[src/verilog/bpsc_pkg.sv]
// =====================================================================
// Battery protection state controller shared definitions
package bpsc_pkg;

  // =====================================================================
  // Timing
  localparam int CLK_PERIOD_NS = 100; // Core clock period
  localparam int TICK_NS = 1_000_000; // Millisecond time base
  localparam int TICK_CYCLES = TICK_NS / CLK_PERIOD_NS; // Cycles per ms tick
  localparam logic [15:0] WDT_TIMEOUT_MS = 16'h03E8; // Watchdog expiry, 1 s
  localparam logic [15:0] OW_PERIOD_MS = 16'h2710; // Open-wire period, 10 s
  localparam logic [15:0] MS_PER_S = 16'h03E8; // Milliseconds per second

  // =====================================================================
  // Register map
  localparam logic [15:0] ADDR_ENTRY_DELAY = 16'h7FBD; // Standby entry time, s
  localparam logic [15:0] ADDR_CUR_LIMIT = 16'h7FBF; // Standby current, mA
  localparam logic [15:0] ADDR_FEATURE = 16'h7FC4; // Feature enables
  localparam logic [15:0] ADDR_STATUS = 16'h7F80; // State and latch readback
  localparam logic [15:0] ENTRY_DELAY_RST = 16'h0005; // Reset value
  localparam logic [15:0] CUR_LIMIT_RST = 16'h0064; // Reset value
  localparam logic [7:0] FEATURE_RST = 8'h00; // Reset value

  // Feature enable bit positions
  localparam int FEN_OPEN_WIRE = 0;
  localparam int FEN_LOAD_DET = 1;
  localparam int FEN_CHG_DET = 2;
  localparam int FEN_AUTO_SLEEP = 3;
  localparam int FEN_PCH_KEEP = 4;
  localparam int FEN_WDT_RST = 5;
  localparam int FEN_ADC_TEST = 6;

  // =====================================================================
  // Types
  typedef enum logic [8:0] {
    ST_SAFE = 9'h001,
    ST_WAKE_DSG = 9'h002,
    ST_WAKE_CHG = 9'h004,
    ST_CHARGING = 9'h008,
    ST_DISCHARGING = 9'h010,
    ST_LOW_POWER = 9'h020,
    ST_ALARM = 9'h040,
    ST_AUTO_REC = 9'h080,
    ST_RESET_ALARM = 9'h100
  } bpsc_state_t;

  typedef enum logic [1:0] {
    CMD_NONE = 2'h0,
    CMD_STANDBY = 2'h1,
    CMD_SAFE = 2'h2
  } bpsc_cmd_t;

  typedef struct packed {
    logic charging_state; // Charge FET closed
    logic discharge_fet; // Discharge FET closed
    logic sby; // Standby discharge FET closed
  } bpsc_fet_t;

  typedef struct packed {
    logic fg_off; // Fuel gauge disabled
    logic mcu_sleep; // Controller asleep
  } bpsc_pwr_t;

endpackage

[src/verilog/bpsc_ctrl.sv]
`timescale 1ns/1ps
module bpsc_ctrl
  import bpsc_pkg::*;
#(
  parameter int NUM_FAULTS = 8, // Protection fault inputs
  parameter int TICK_CYCLES_P = TICK_CYCLES, // Cycles per ms tick
  parameter int CUR_HYST_MA = 50 // Charge/discharge hysteresis, mA
) (
  input wire logic core_clk, // 10 MHz core clock
  input wire logic resetn, // Async reset, active low
  input wire logic reg_wr_en, // Register write strobe
  input wire logic reg_rd_en, // Register read strobe
  input wire logic [15:0] reg_addr, // Register address
  input wire logic [15:0] reg_wdata, // Register write data
  output logic [15:0] reg_rdata, // Read data, next cycle
  input wire logic cmd_valid, // Host state command strobe
  input wire bpsc_cmd_t cmd_code, // Host state command
  input wire logic afe_comm_fail, // Front-end link failure pin
  input wire logic afe_supply_fault, // Front-end 3.3V supply fault pin
  input wire logic adc_ref_fault, // Converter reference fault pin
  input wire logic [NUM_FAULTS-1:0] fault_in, // Enabled protection faults
  input wire logic [NUM_FAULTS-1:0] fault_rec_en, // Auto-recovery enables
  input wire logic internal_fault, // Internal failure, core domain
  input wire logic load_detect, // Load connected pin
  input wire logic charger_detect, // Charger connected pin
  input wire logic cur_valid, // Current sample strobe
  input wire logic signed [31:0] cur_ma, // Current, mA, charge positive
  input wire logic fe_write, // Controller write to front-end
  output bpsc_fet_t fet_drive, // FET drives
  output bpsc_pwr_t pwr_ctl, // Gauge and controller power
  output logic open_wire_start, // Open-wire check pulse
  output logic mcu_reset, // Watchdog reset pulse
  output bpsc_state_t state_o, // Current state
  output logic [NUM_FAULTS+1:0] alarm_latched // Latched alarms
);

  localparam int TW = $clog2(TICK_CYCLES_P + 1);
  localparam int CW = NUM_FAULTS + 2;
  localparam logic [TW-1:0] TICK_LAST = TW'(TICK_CYCLES_P - 1);

  // =====================================================================
  // Helpers
  function automatic logic is_drive(input bpsc_state_t s); // FETs closed
    return s inside {ST_WAKE_DSG, ST_WAKE_CHG, ST_CHARGING, ST_DISCHARGING};
  endfunction

  function automatic logic [31:0] mag(input logic signed [31:0] v);
    return v[31] ? 32'(-v) : 32'(v);
  endfunction

  // =====================================================================
  // Input synchronisers and fault vector
  logic [NUM_FAULTS+4:0] sy; // Synchronised pins
  logic [CW-1:0] cond; // Live alarm conditions
  logic [CW-1:0] rec_vec; // Recovery enables per condition
  logic any_cond; // Some alarm present
  logic nonrec; // Some alarm without recovery
  logic signed [31:0] hyst; // Hysteresis as signed

  bpsc_sync #(.WIDTH(NUM_FAULTS + 5)) u_sync (
    .core_clk(core_clk),
    .resetn(resetn),
    .async_in({charger_detect, load_detect, adc_ref_fault, afe_supply_fault, afe_comm_fail, fault_in}),
    .sync_out(sy)
  );

  logic [7:0] feat_q; // Feature enables
  logic [15:0] delay_q; // Standby entry delay, s
  logic [15:0] limit_q; // Standby current limit, mA

  // System and sense errors never recover on their own
  assign cond[NUM_FAULTS] = sy[NUM_FAULTS] | sy[NUM_FAULTS+1] | internal_fault;
  assign cond[NUM_FAULTS+1] = feat_q[FEN_ADC_TEST] & sy[NUM_FAULTS+2];
  assign cond[NUM_FAULTS-1:0] = sy[NUM_FAULTS-1:0];
  assign rec_vec = {2'b00, fault_rec_en};
  assign any_cond = |cond;
  assign nonrec = |(cond & ~rec_vec);
  assign hyst = CUR_HYST_MA;

  // =====================================================================
  // Register file; enables are read live by the state logic
  always_ff @(posedge core_clk or negedge resetn)
  begin
    if (!resetn)
    begin
      feat_q <= FEATURE_RST;
      delay_q <= ENTRY_DELAY_RST;
      limit_q <= CUR_LIMIT_RST;
    end
    else if (reg_wr_en)
    begin
      // Writes land at once, no reset needed to apply
      unique case (reg_addr)
        ADDR_FEATURE: feat_q <= reg_wdata[7:0];
        ADDR_ENTRY_DELAY: delay_q <= reg_wdata;
        ADDR_CUR_LIMIT: limit_q <= reg_wdata;
        default: ;
      endcase
    end
  end

  bpsc_state_t state_q; // Current state
  bpsc_state_t state_d; // Next state
  logic [CW-1:0] latch_q; // Latched alarms

  // Read port; unmapped addresses return zero
  always_ff @(posedge core_clk or negedge resetn)
  begin
    if (!resetn)
      reg_rdata <= '0;
    else if (reg_rd_en)
    begin
      unique case (reg_addr)
        ADDR_FEATURE: reg_rdata <= {8'h00, feat_q};
        ADDR_ENTRY_DELAY: reg_rdata <= delay_q;
        ADDR_CUR_LIMIT: reg_rdata <= limit_q;
        ADDR_STATUS: reg_rdata <= {|latch_q, 6'h00, state_q};
        default: reg_rdata <= '0;
      endcase
    end
  end

  // =====================================================================
  // Millisecond tick; shorten TICK_CYCLES_P in simulation
  logic [TW-1:0] tick_cnt_q;
  logic ms_tick;

  assign ms_tick = (tick_cnt_q == TICK_LAST);

  always_ff @(posedge core_clk or negedge resetn)
  begin
    if (!resetn)
      tick_cnt_q <= '0;
    else
      tick_cnt_q <= ms_tick ? '0 : tick_cnt_q + 1'b1;
  end

  // =====================================================================
  // Front-end watchdog, restarted by each controller write
  logic [15:0] wdt_ms_q;
  logic wdt_exp;

  assign wdt_exp = ms_tick && (wdt_ms_q == WDT_TIMEOUT_MS - 16'h0001);

  always_ff @(posedge core_clk or negedge resetn)
  begin
    if (!resetn)
    begin
      wdt_ms_q <= '0;
      mcu_reset <= 1'b0;
    end
    else
    begin
      if (fe_write || wdt_exp)
        wdt_ms_q <= '0;
      else if (ms_tick)
        wdt_ms_q <= wdt_ms_q + 16'h0001;
      // Expiry only resets the controller when enabled
      mcu_reset <= wdt_exp && feat_q[FEN_WDT_RST];
    end
  end

  // =====================================================================
  // Periodic open-wire check in alarm and safe
  logic [15:0] ow_ms_q;
  logic ow_run;

  assign ow_run = feat_q[FEN_OPEN_WIRE] && (state_q inside {ST_ALARM, ST_SAFE});

  always_ff @(posedge core_clk or negedge resetn)
  begin
    if (!resetn)
    begin
      ow_ms_q <= '0;
      open_wire_start <= 1'b0;
    end
    else
    begin
      open_wire_start <= ow_run && ms_tick && (ow_ms_q == OW_PERIOD_MS - 16'h0001);
      if (!ow_run)
        ow_ms_q <= '0;
      else if (ms_tick)
        ow_ms_q <= (ow_ms_q == OW_PERIOD_MS - 16'h0001) ? '0 : ow_ms_q + 16'h0001;
    end
  end

  // =====================================================================
  // Low-current timer for automatic standby
  logic [31:0] cur_q; // Last current sample
  logic [15:0] low_ms_q;
  logic [15:0] low_s_q;
  logic low_run;
  logic sby_due;

  assign low_run = feat_q[FEN_AUTO_SLEEP] && (state_q inside {ST_CHARGING, ST_DISCHARGING})
                   && (mag(cur_q) < {16'h0000, limit_q});
  assign sby_due = low_run && (low_s_q >= delay_q);

  always_ff @(posedge core_clk or negedge resetn)
  begin
    if (!resetn)
    begin
      cur_q <= '0;
      low_ms_q <= '0;
      low_s_q <= '0;
    end
    else
    begin
      if (cur_valid)
        cur_q <= cur_ma;
      // Any excursion above the limit restarts the whole wait
      if (!low_run)
      begin
        low_ms_q <= '0;
        low_s_q <= '0;
      end
      else if (ms_tick)
      begin
        low_ms_q <= (low_ms_q == MS_PER_S - 16'h0001) ? '0 : low_ms_q + 16'h0001;
        if (low_ms_q == MS_PER_S - 16'h0001 && low_s_q != 16'hFFFF)
          low_s_q <= low_s_q + 16'h0001;
      end
    end
  end

  // =====================================================================
  // State transitions
  logic is_cmd_sby;
  logic is_cmd_safe;
  logic dsg_cur;
  logic chg_cur;
  bpsc_state_t flt_st; // Destination on a fault
  bpsc_state_t tgt_q; // State after reset-alarm

  assign is_cmd_sby = cmd_valid && (cmd_code == CMD_STANDBY);
  assign is_cmd_safe = cmd_valid && (cmd_code == CMD_SAFE);
  assign dsg_cur = $signed(cur_q) < -hyst;
  assign chg_cur = $signed(cur_q) > hyst;
  assign flt_st = nonrec ? ST_ALARM : ST_AUTO_REC;

  always_comb
  begin
    state_d = state_q;
    unique case (state_q)
      ST_SAFE:
        if (any_cond)
          state_d = flt_st;
        else if (is_cmd_safe)
          state_d = ST_WAKE_DSG;
        else if (is_cmd_sby)
          state_d = ST_LOW_POWER;
        else if (feat_q[FEN_LOAD_DET] && sy[NUM_FAULTS+3])
          state_d = ST_WAKE_DSG;
        else if (feat_q[FEN_CHG_DET] && sy[NUM_FAULTS+4])
          state_d = ST_WAKE_CHG;
      ST_WAKE_DSG, ST_WAKE_CHG:
        if (any_cond)
          state_d = flt_st;
        else if (fet_drive.charging_state && fet_drive.discharge_fet)
          state_d = (state_q == ST_WAKE_DSG) ? ST_DISCHARGING : ST_CHARGING;
      ST_CHARGING, ST_DISCHARGING:
        if (any_cond)
          state_d = flt_st;
        else if (is_cmd_sby || sby_due)
          state_d = ST_LOW_POWER;
        else if (is_cmd_safe)
          state_d = ST_SAFE;
        else if (state_q == ST_CHARGING && dsg_cur)
          state_d = ST_DISCHARGING;
        else if (state_q == ST_DISCHARGING && chg_cur)
          state_d = ST_CHARGING;
      ST_LOW_POWER:
        if (any_cond)
          state_d = ST_ALARM;
        else if (feat_q[FEN_PCH_KEEP] && dsg_cur)
          state_d = ST_WAKE_DSG;
      ST_ALARM:
        // Commands bounce off while any condition is live
        if ((is_cmd_sby || is_cmd_safe) && !any_cond)
          state_d = ST_RESET_ALARM;
      ST_AUTO_REC:
        if (nonrec)
          state_d = ST_ALARM;
        else if (!any_cond)
          state_d = ST_RESET_ALARM;
      ST_RESET_ALARM:
        state_d = tgt_q;
    endcase
  end

  always_ff @(posedge core_clk or negedge resetn)
  begin
    if (!resetn)
    begin
      state_q <= ST_SAFE;
      tgt_q <= ST_SAFE;
    end
    else
    begin
      state_q <= state_d;
      if (state_d == ST_RESET_ALARM && state_q != ST_RESET_ALARM)
        tgt_q <= (state_q == ST_ALARM && is_cmd_sby) ? ST_LOW_POWER : ST_SAFE;
    end
  end

  // =====================================================================
  // Alarm latch; recovery faults only latch once alarm is taken
  always_ff @(posedge core_clk or negedge resetn)
  begin
    if (!resetn)
      latch_q <= '0;
    else if (state_q == ST_RESET_ALARM)
      latch_q <= '0;
    else if (state_d == ST_ALARM)
      latch_q <= latch_q | cond;
  end

  // =====================================================================
  // FET drives, following the next state so alarms open them at once
  always_ff @(posedge core_clk or negedge resetn)
  begin
    if (!resetn)
      fet_drive <= '0;
    else
    begin
      fet_drive.charging_state <= is_drive(state_d);
      fet_drive.discharge_fet <= is_drive(state_d);
      if (state_d == ST_LOW_POWER)
        fet_drive.sby <= feat_q[FEN_PCH_KEEP];
      else if (!is_drive(state_d) || (fet_drive.charging_state && fet_drive.discharge_fet))
        fet_drive.sby <= 1'b0;
    end
  end

  // Gauge goes off first; controller sleeps a cycle later
  always_ff @(posedge core_clk or negedge resetn)
  begin
    if (!resetn)
      pwr_ctl <= '0;
    else
    begin
      pwr_ctl.fg_off <= (state_d == ST_LOW_POWER);
      pwr_ctl.mcu_sleep <= pwr_ctl.fg_off && (state_d == ST_LOW_POWER);
    end
  end

  assign state_o = state_q;
  assign alarm_latched = latch_q;
endmodule

[src/verilog/bpsc_sync.sv]
`timescale 1ns/1ps
// =====================================================================
// Three-stage input synchroniser; output moves once stages 2 and 3 agree
module bpsc_sync #(
  parameter int WIDTH = 1
) (
  input wire logic core_clk, // Core clock
  input wire logic resetn, // Async reset, active low
  input wire logic [WIDTH-1:0] async_in, // Pins from outside
  output logic [WIDTH-1:0] sync_out // Filtered levels
);

  logic [WIDTH-1:0] s1_q; // Metastability stage, read only by s2
  logic [WIDTH-1:0] s2_q; // Second stage
  logic [WIDTH-1:0] s3_q; // Third stage

  // =====================================================================
  // Shift chain and agreement filter
  always_ff @(posedge core_clk or negedge resetn)
  begin
    if (!resetn)
    begin
      s1_q <= '0;
      s2_q <= '0;
      s3_q <= '0;
      sync_out <= '0;
    end
    else
    begin
      s1_q <= async_in;
      s2_q <= s1_q;
      s3_q <= s2_q;
      // Hold the old level while the last two stages disagree
      sync_out <= (s2_q & s3_q) | (sync_out & (s2_q | s3_q));
    end
  end

endmodule

[config.mk]
export PLATFORM = sky130hd
export DESIGN_NAME = bpsc_ctrl
export DESIGN_NICKNAME = d
export VERILOG_FILES = /design/src/verilog/bpsc_pkg.sv /design/src/verilog/bpsc_ctrl.sv /design/src/verilog/bpsc_sync.sv
export SDC_FILE = /design/constraint.sdc
export NUM_CORES = 1
export LEC_CHECK = 0
export ABC_AREA = 1
export BUFFER_PORTS_ARGS = -buffer_cell sky130_fd_sc_hd__buf_2
export CORE_MARGIN = 8
export CORE_UTILIZATION = 50
export CTS_BUF_LIST = sky130_fd_sc_hd__clkbuf_4
export DETAILED_ROUTE_END_ITERATION = 8
export PLACE_DENSITY_LB_ADDON = 0.12
export SLEW_MARGIN = 10
export SYNTH_ARGS = -nofsm -noshare
export SYNTH_HDL_FRONTEND = slang
export SYNTH_HIERARCHICAL = 1
export SYNTH_SLANG_ARGS = --single-unit
[constraint.sdc]
create_clock -name core_clk -period 7.2 [get_ports core_clk]
set_input_delay 1.44 -clock core_clk [delete_from_list [all_inputs] [get_ports core_clk]]
set_output_delay 1.44 -clock core_clk [all_outputs]
set_load 0.1 [all_outputs]
# Word level (Yosys, flattened, before mapping)
# Cells that the tools add are included.
[word_totals]
ff_bits = 252
wordCells = 154
out_inout_bits = 42
inputBits = 95
[classes]
addsub = 6
mux = 39
n_eq_ne = 31
n_reduce_logical = 41
magnitude_cmp = 4
bitwise_logic = 10
[op_table]
columns = ["op", "n"]
rows = [
  ["$mux W16", 11],
  ["$mux W9", 17],
  ["$add A16 B1 Y16 const B", 4],
  ["$eq A16 B15 Y1 const B", 4],
  ["$pmux W16 S4", 1],
  ["$pmux W9 S7", 1],
  ["$eq A16 B10 Y1 const B", 2],
  ["$gt A32 B7 Y1 const B", 1],
  ["$lt A32 B16 Y1", 1],
  ["$lt A32 B7 Y1 const B", 1],
  ["$mux W32", 1],
  ["$neg A32 Y32", 1],
  ["$reduce_or A10 Y1", 3],
  ["$and A13 B13 Y13", 2],
  ["$or A13 B13 Y13", 2],
  ["$logic_and A1 B1 Y1", 20],
  ["$mux W10", 2],
  ["$eq A9 B2 Y1 const B", 2],
  ["$eq A9 B3 Y1 const B", 2],
  ["$eq A9 B4 Y1 const B", 2],
  ["$eq A9 B5 Y1 const B", 2],
  ["$eq A9 B6 Y1 const B", 2],
  ["$eq A9 B7 Y1 const B", 2],
  ["$eq A9 B9 Y1 const B", 2],
  ["other kinds (28)", 43],
]

# Logic depth before layout (Yosys ltp)
[logic_depth]
depth_word = 15
ltp_mapped = 29

# By module
# Netlist, hierarchy kept.
[modules_own_cells]
columns = ["mod", "area_each_um2", "n_inst", "cells_per_inst"]
rows = [
  ["bpsc_ctrl", 11695.0, 1, 1603],
  ["bpsc_sync", 1512.7, 1, 104],
]

# Least setup slack after synthesis
# OpenSTA, ideal clock, no wires.
[synth_path]
path_type = "input port to flip-flop"
start = "in internal_fault"
end = "reg fet_drive[0] (netlist bit)"
t_arrival_ns = 3.227
cell_stages = 18
path_buffers = 1
required_ns = 7.135
slack_ns = 3.908
setup_time_ns = 0.065
path_cell_list = "inv_1 nand2_1 a21oi_1 nand2_1 clkinv_1 nand2_1 nor2_1 o21ai_0 nand2_1 a21oi_1 nand4_1 nor2_1 and2_1 buf_4 nand3_2 nand2_1 nand3_1 nand2_1"
[synth_via]
elab_chain_len = 11
[synth_lines]
columns = ["item", "line_no", "rtl"]
rows = [
  ["start, declared", "bpsc_ctrl.sv:23", "input wire logic internal_fault,"],
  ["$or A1 B1 Y1 (*)", "bpsc_ctrl.sv:72", "assign cond[NUM_FAULTS] = sy[NUM_FAULTS] | sy[NUM_FAULTS+1] | internal_fault;"],
  ["$and A10 B10 Y10 / $reduce_or A10 Y1 (equally long branches)", "bpsc_ctrl.sv:77, bpsc_ctrl.sv:76", ""],
  ["$reduce_or A10 Y1 / $logic_not A1 Y1 (equally long branches)", "-", ""],
  ["$mux W8 / $logic_and A1 B1 Y1 (equally long branches)", "bpsc_ctrl.sv:239, bpsc_ctrl.sv:279", ""],
  ["$mux W9 (on tied branches)", "-", ""],
  ["$pmux W9 S7 (*)", "bpsc_ctrl.sv:244", "unique case (state_q)"],
  ["$eq A9 B2 Y1, or another cell as far along", "bpsc_ctrl.sv:44", "return s inside {ST_WAKE_DSG, ST_WAKE_CHG, ST_CHARGING, ST_DISCHARGING};"],
  ["$reduce_bool A4 Y1", "bpsc_ctrl.sv:44", ""],
  ["$logic_not A1 Y1", "bpsc_ctrl.sv:330", "else if (!is_drive(state_d) || (fet_drive.charging_state && fet_drive.discharge_fet))"],
  ["$logic_or A1 B1 Y1", "bpsc_ctrl.sv:330", ""],
  ["$reduce_bool A2 Y1 (no source line)", "-", ""],
  ["end, declared", "bpsc_ctrl.sv:29", "output bpsc_fet_t fet_drive,"],
]
# Every way passes the cells marked *; elsewhere a longest branch is shown, timed or not.
# A chain may end at the register's enable or synchronous reset.

# Final worst setup path
[layout_path]
start = "reg cur_q[8]"
end = "reg low_s_q[8]"
[layout_via]
elab_chain_len = 6
[layout_lines]
columns = ["item", "line_no", "rtl"]
rows = [
  ["start, declared", "bpsc_ctrl.sv:189", "logic [31:0] cur_q;"],
  ["start signal, assigned", "bpsc_ctrl.sv:210", "cur_q <= cur_ma;"],
  ["$neg A32 Y32", "bpsc_ctrl.sv:48", "return v[31] ? 32'(-v) : 32'(v);"],
  ["$mux W32 (*)", "bpsc_ctrl.sv:48", ""],
  ["$lt A32 B16 Y1 (*)", "bpsc_ctrl.sv:196", "&& (mag(cur_q) < {16'h0000, limit_q});"],
  ["$logic_and A1 B1 Y1 (*)", "bpsc_ctrl.sv:196", ""],
  ["$ne A2 B1 Y1 (no source line) / $ne A2 B2 Y1 (equally long branches)", "-", ""],
  ["$reduce_and A2 Y1 (no source line)", "-", ""],
  ["end signal, assigned", "bpsc_ctrl.sv:221", "low_s_q <= low_s_q + 16'h0001;"],
  ["end, declared", "bpsc_ctrl.sv:191", "logic [15:0] low_s_q;"],
]
# Marked as above.

==> results.md <==
* Run status: finished, final reports clean
* Unrepaired setup endpoints after global routing: no
* CORE AREA at ~26,000 sq um
* Clock tree buffer depth at 3
* Top post-synthesis cells by area: dfrtp_1 (45%), nand2_1 (10%), inv_1 (7.5%)
* Cell type of the slowest stage on the worst timing path: dfrtp_1
* Accumulated negative setup slack at 0 ns
* CTS-repair resized insts at 0
* Post-synthesis sequential area ratio at 46.5%
* Total power draw at about 3.2 mW
* Number of different library cells in the post-synthesis netlist at between 40 and 50
* Count of nets left with antenna violations after detail routing at 0
* Source of the critical timing path: cur_q[8]
* Commonest cells in the synthesized netlist: nand2_1 (360), inv_1 (265), dfrtp_1 (238), nor2_1 (193), o21ai_0 (136)
* Setup crit start kind: flip-flop
* Number of iterations in the first detailed-routing pass at 5
* Number of warnings printed during yosys synthesis at 6
* DRC violations left at 0
* Number of global-route vias before repair at 11,800
* Overall die area at 31,900 sq um
* Area share of the leading cell type in the synthesized netlist at 45.1%
* Cells traversed along the worst timing path: nor2_2 -> nand2_2 -> nor2_4 -> nand2_2 -> nand2_2 -> xor2_1 -> ha_1 -> nand2_1 -> nor2_1 -> nor2_1 -> nand3_1 -> nor3_1 -> nand4_1 -> nor2_1 -> nand2_2 -> inv_2 -> nand2_1 -> nand2_1 -> nor2_1 -> nand2_1 -> nor2_1 -> o221a_2
* Post CTS Setup Buffer Count at 0
* Clock root buffer master: clkbuf_4
* Count of final max-slew check failures at 0
* Actual transition at the worst max-transition pin at ~1.1 ns
* Reg-to-Reg Start: cur_q[8]
* Final clock period utilization by the worst path at between 50% and 60%
* Drt total wl at around 36 mm
* Fraction of final layout cells with drive strength greater than 1 at 15.4%
* Count of routing violations after the opening detailed-route iteration at ~850
* Hold Buf Count CTS at 0
* Clk Latency, worst-skew pair at approximately 0.66 ns
* Netlist area before placement at approximately 13,000 sq um
* Number of antenna violations at the first check in global routing at 1
* Die Y at roughly 180 um
* Syn Area/Cell at just under 8 sq um
* Time the worst path needs with I/O delays and setup at a little under 4 ns
* Die width at ~180 um
* Row count at 59
* Worst min-delay path startpoint: u_sync/s1_q[12]
* Most used DFF post-synth: dfrtp_1
* Num CTS Buffers at 67
* Worst min-delay path category: reg2reg
* Maximum ir drop on the vdd rail at 0.000162 V
* Cell repeated most along the worst path: nor2_1
* Number of I/O port buffers at between 100 and 150
* Flip-flop and latch count after synthesis at about 250
* Largest driver fanout on the critical path at 16
* Clock sink count at 245
* Worst slew margin at a little over a quarter
* Nets at between 2,000 and 2,500
* Average detailed-routed wire length per instance at around 16 um
* Starting density of the core at about 51%
* Clock-pin slew reported for the worst setup and hold paths after clock tree synthesis at 0.06 ns
* Maximum number of pins on one net before global-route repair at 150
* IO Count at 137
* Static leakage power at 7.09 nW
* Max Clock Skew at ~0.041 ns
* Total power density per cell area at roughly 210 nW/um^2
* Post-Synthesis Cells at between 1,500 and 2,000
* Final setup vio count at 0
* Total grt overflow at 0
* Max-cap viol count at 0
* Start-to-end type of the worst setup path: reg2reg
* CTS tree: done
* Post-synth EDFFs at 0
* Ys async rst share at 100%
* Hold Fails Final Rpt at 0
* Yosys top cell by area: dfrtp_1
* Post-synth net total at ~1,800
* Count of vias placed by the detailed router at ~12,000
* Tightest hold margin at between 0.3 and 0.4 ns
* Arrival time at the worst endpoint at 4.48 ns
* Detailed-placement wirelength estimate at between 20 and 30 mm
* Required time of the critical path at 7.71 ns
* Most frequent cell after synthesis: nand2_1
* Last weighted congestion value of the routability-driven placer at around 0.97
* Gr usage total at 22.5%
* Highest cell delay on the worst timing path at 0.45 ns
* Global-route wire length before repair at slightly below 60 mm
* Highest attainable clock frequency at about 0.25 GHz
* Area Growth Syn to Fin at 14.3%
* Worst setup EP type: flip-flop
* Drt via density at ~5.3
* Deepest level of the CTS H-tree at 3
-- state kept, by name (all words and copies together), names as in the netlist, 9 cells and up --
| name | count |
|---|---|
| cur_q | 32 |
| delay_q | 16 |
| limit_q | 16 |
| low_ms_q | 16 |
| low_s_q | 16 |
| ow_ms_q | 16 |
| reg_rdata | 16 |
| wdt_ms_q | 16 |
| tick_cnt_q | 14 |
| u_sync/s1_q | 13 |
| u_sync/s2_q | 13 |
| u_sync/s3_q | 13 |
| u_sync/sync_out | 13 |
| alarm_latched | 10 |
| state_o | 9 |
-- worst paths after layout --
path | end | slack [ns] | cells after the start
max | low_s_q[8] | 3.24 | 22
min | u_sync/s2_q[12] | 0.34 | 0
max reg2reg | low_s_q[8] | 3.24 | 22
min reg2reg | u_sync/s2_q[12] | 0.34 | 0
max in group asynchronous | low_s_q[15] | 5.16 | 2
min in group asynchronous | cur_q[22] | 0.78 | 1
-- kinds of logic (layout without fill, tap and decap cells) --
group | count (synthesis) | count (layout) | synth area share [%]
AO/OA/AOI/OAI | 288 | 288 | 12.1
AND/OR/NAND/NOR | 800 | 800 | 26.8
adder cells (fa/ha/maj) | 37 | 37 | 3.51
flip-flops | 245 | 245 | 46.5
multiplexers | 2 | 2 | 0.171
other | 0 | 1 | 0
buffers and inverters | 301 | 525 | 8.69
XOR/XNOR | 34 | 34 | 2.25
-- per-layer routing --
metal / share of wire, % / track usage, % / vias up
li1: - / - / 6008
met3: 7.2 / 4.59 / 58
met4: 2.2 / 7.34 / 0
met2: 45 / 35.6 / 386
met1: 45 / 30.6 / 5561
met5: 0 / 0 / -
-- report_power, final --
group	switching [mW]	total, mW	internal, mW
sequential	0.0447	1.47	1.42
clock	0.567	1.25	0.685
combinational	0.333	0.479	0.145
-- cell usage in the layout (no fill, tap or decap), drive strengths merged, types with 8 or more instances in the layout --
| master | count |
|---|---|
| clkbuf | 96 |
| dfrtp | 238 |
| a22oi | 8 |
| nor3 | 44 |
| nand4 | 47 |
| nand2 | 376 |
| a21oi | 81 |
| ha | 37 |
| o22ai | 26 |
| inv | 269 |
| nor2 | 208 |
| nand3 | 88 |
| clkinv | 16 |
| xor2 | 31 |
| nor4 | 27 |
| buf | 140 |
| o21ai | 138 |
-- through the flow --
step           area (sq um)  util [%]  setup slack [ns]  cells
2_1_floorplan         13200         -              3.91   1707
3_3_place_gp          14200      54.8              3.23   2152
3_5_place_dp          14200      54.8              3.22   2152
4_1_cts               15100      58.1              3.23   2266
5_1_grt               15100      58.1              2.95   2267
6_report              15100      58.1              3.24   2267
-- critical path: cells and delay by family, from the launching register on --
family	cells	cell delay, ns
AO/OA/AOI/OAI	1	0.22
XOR/XNOR	1	0.27
adder cells (fa/ha/maj)	1	0.30
buffers and inverters	1	0.28
flip-flops	1	0.45
AND/OR/NAND/NOR	18	2.31
-- final cells by class --
type                            count  area [sq um]
Clock buffer                       96           721
Fill cell                        2514         10900
Multi-Input combinational cell   1161          5930
Antenna cell                        1          2.50
Timing Repair Buffer              140           733
Clock inverter                     18           131
Inverter                          271          1020
Tap cell                          335           419
Sequential cell                   245          6140
Power figures use the tool's default switching activity.
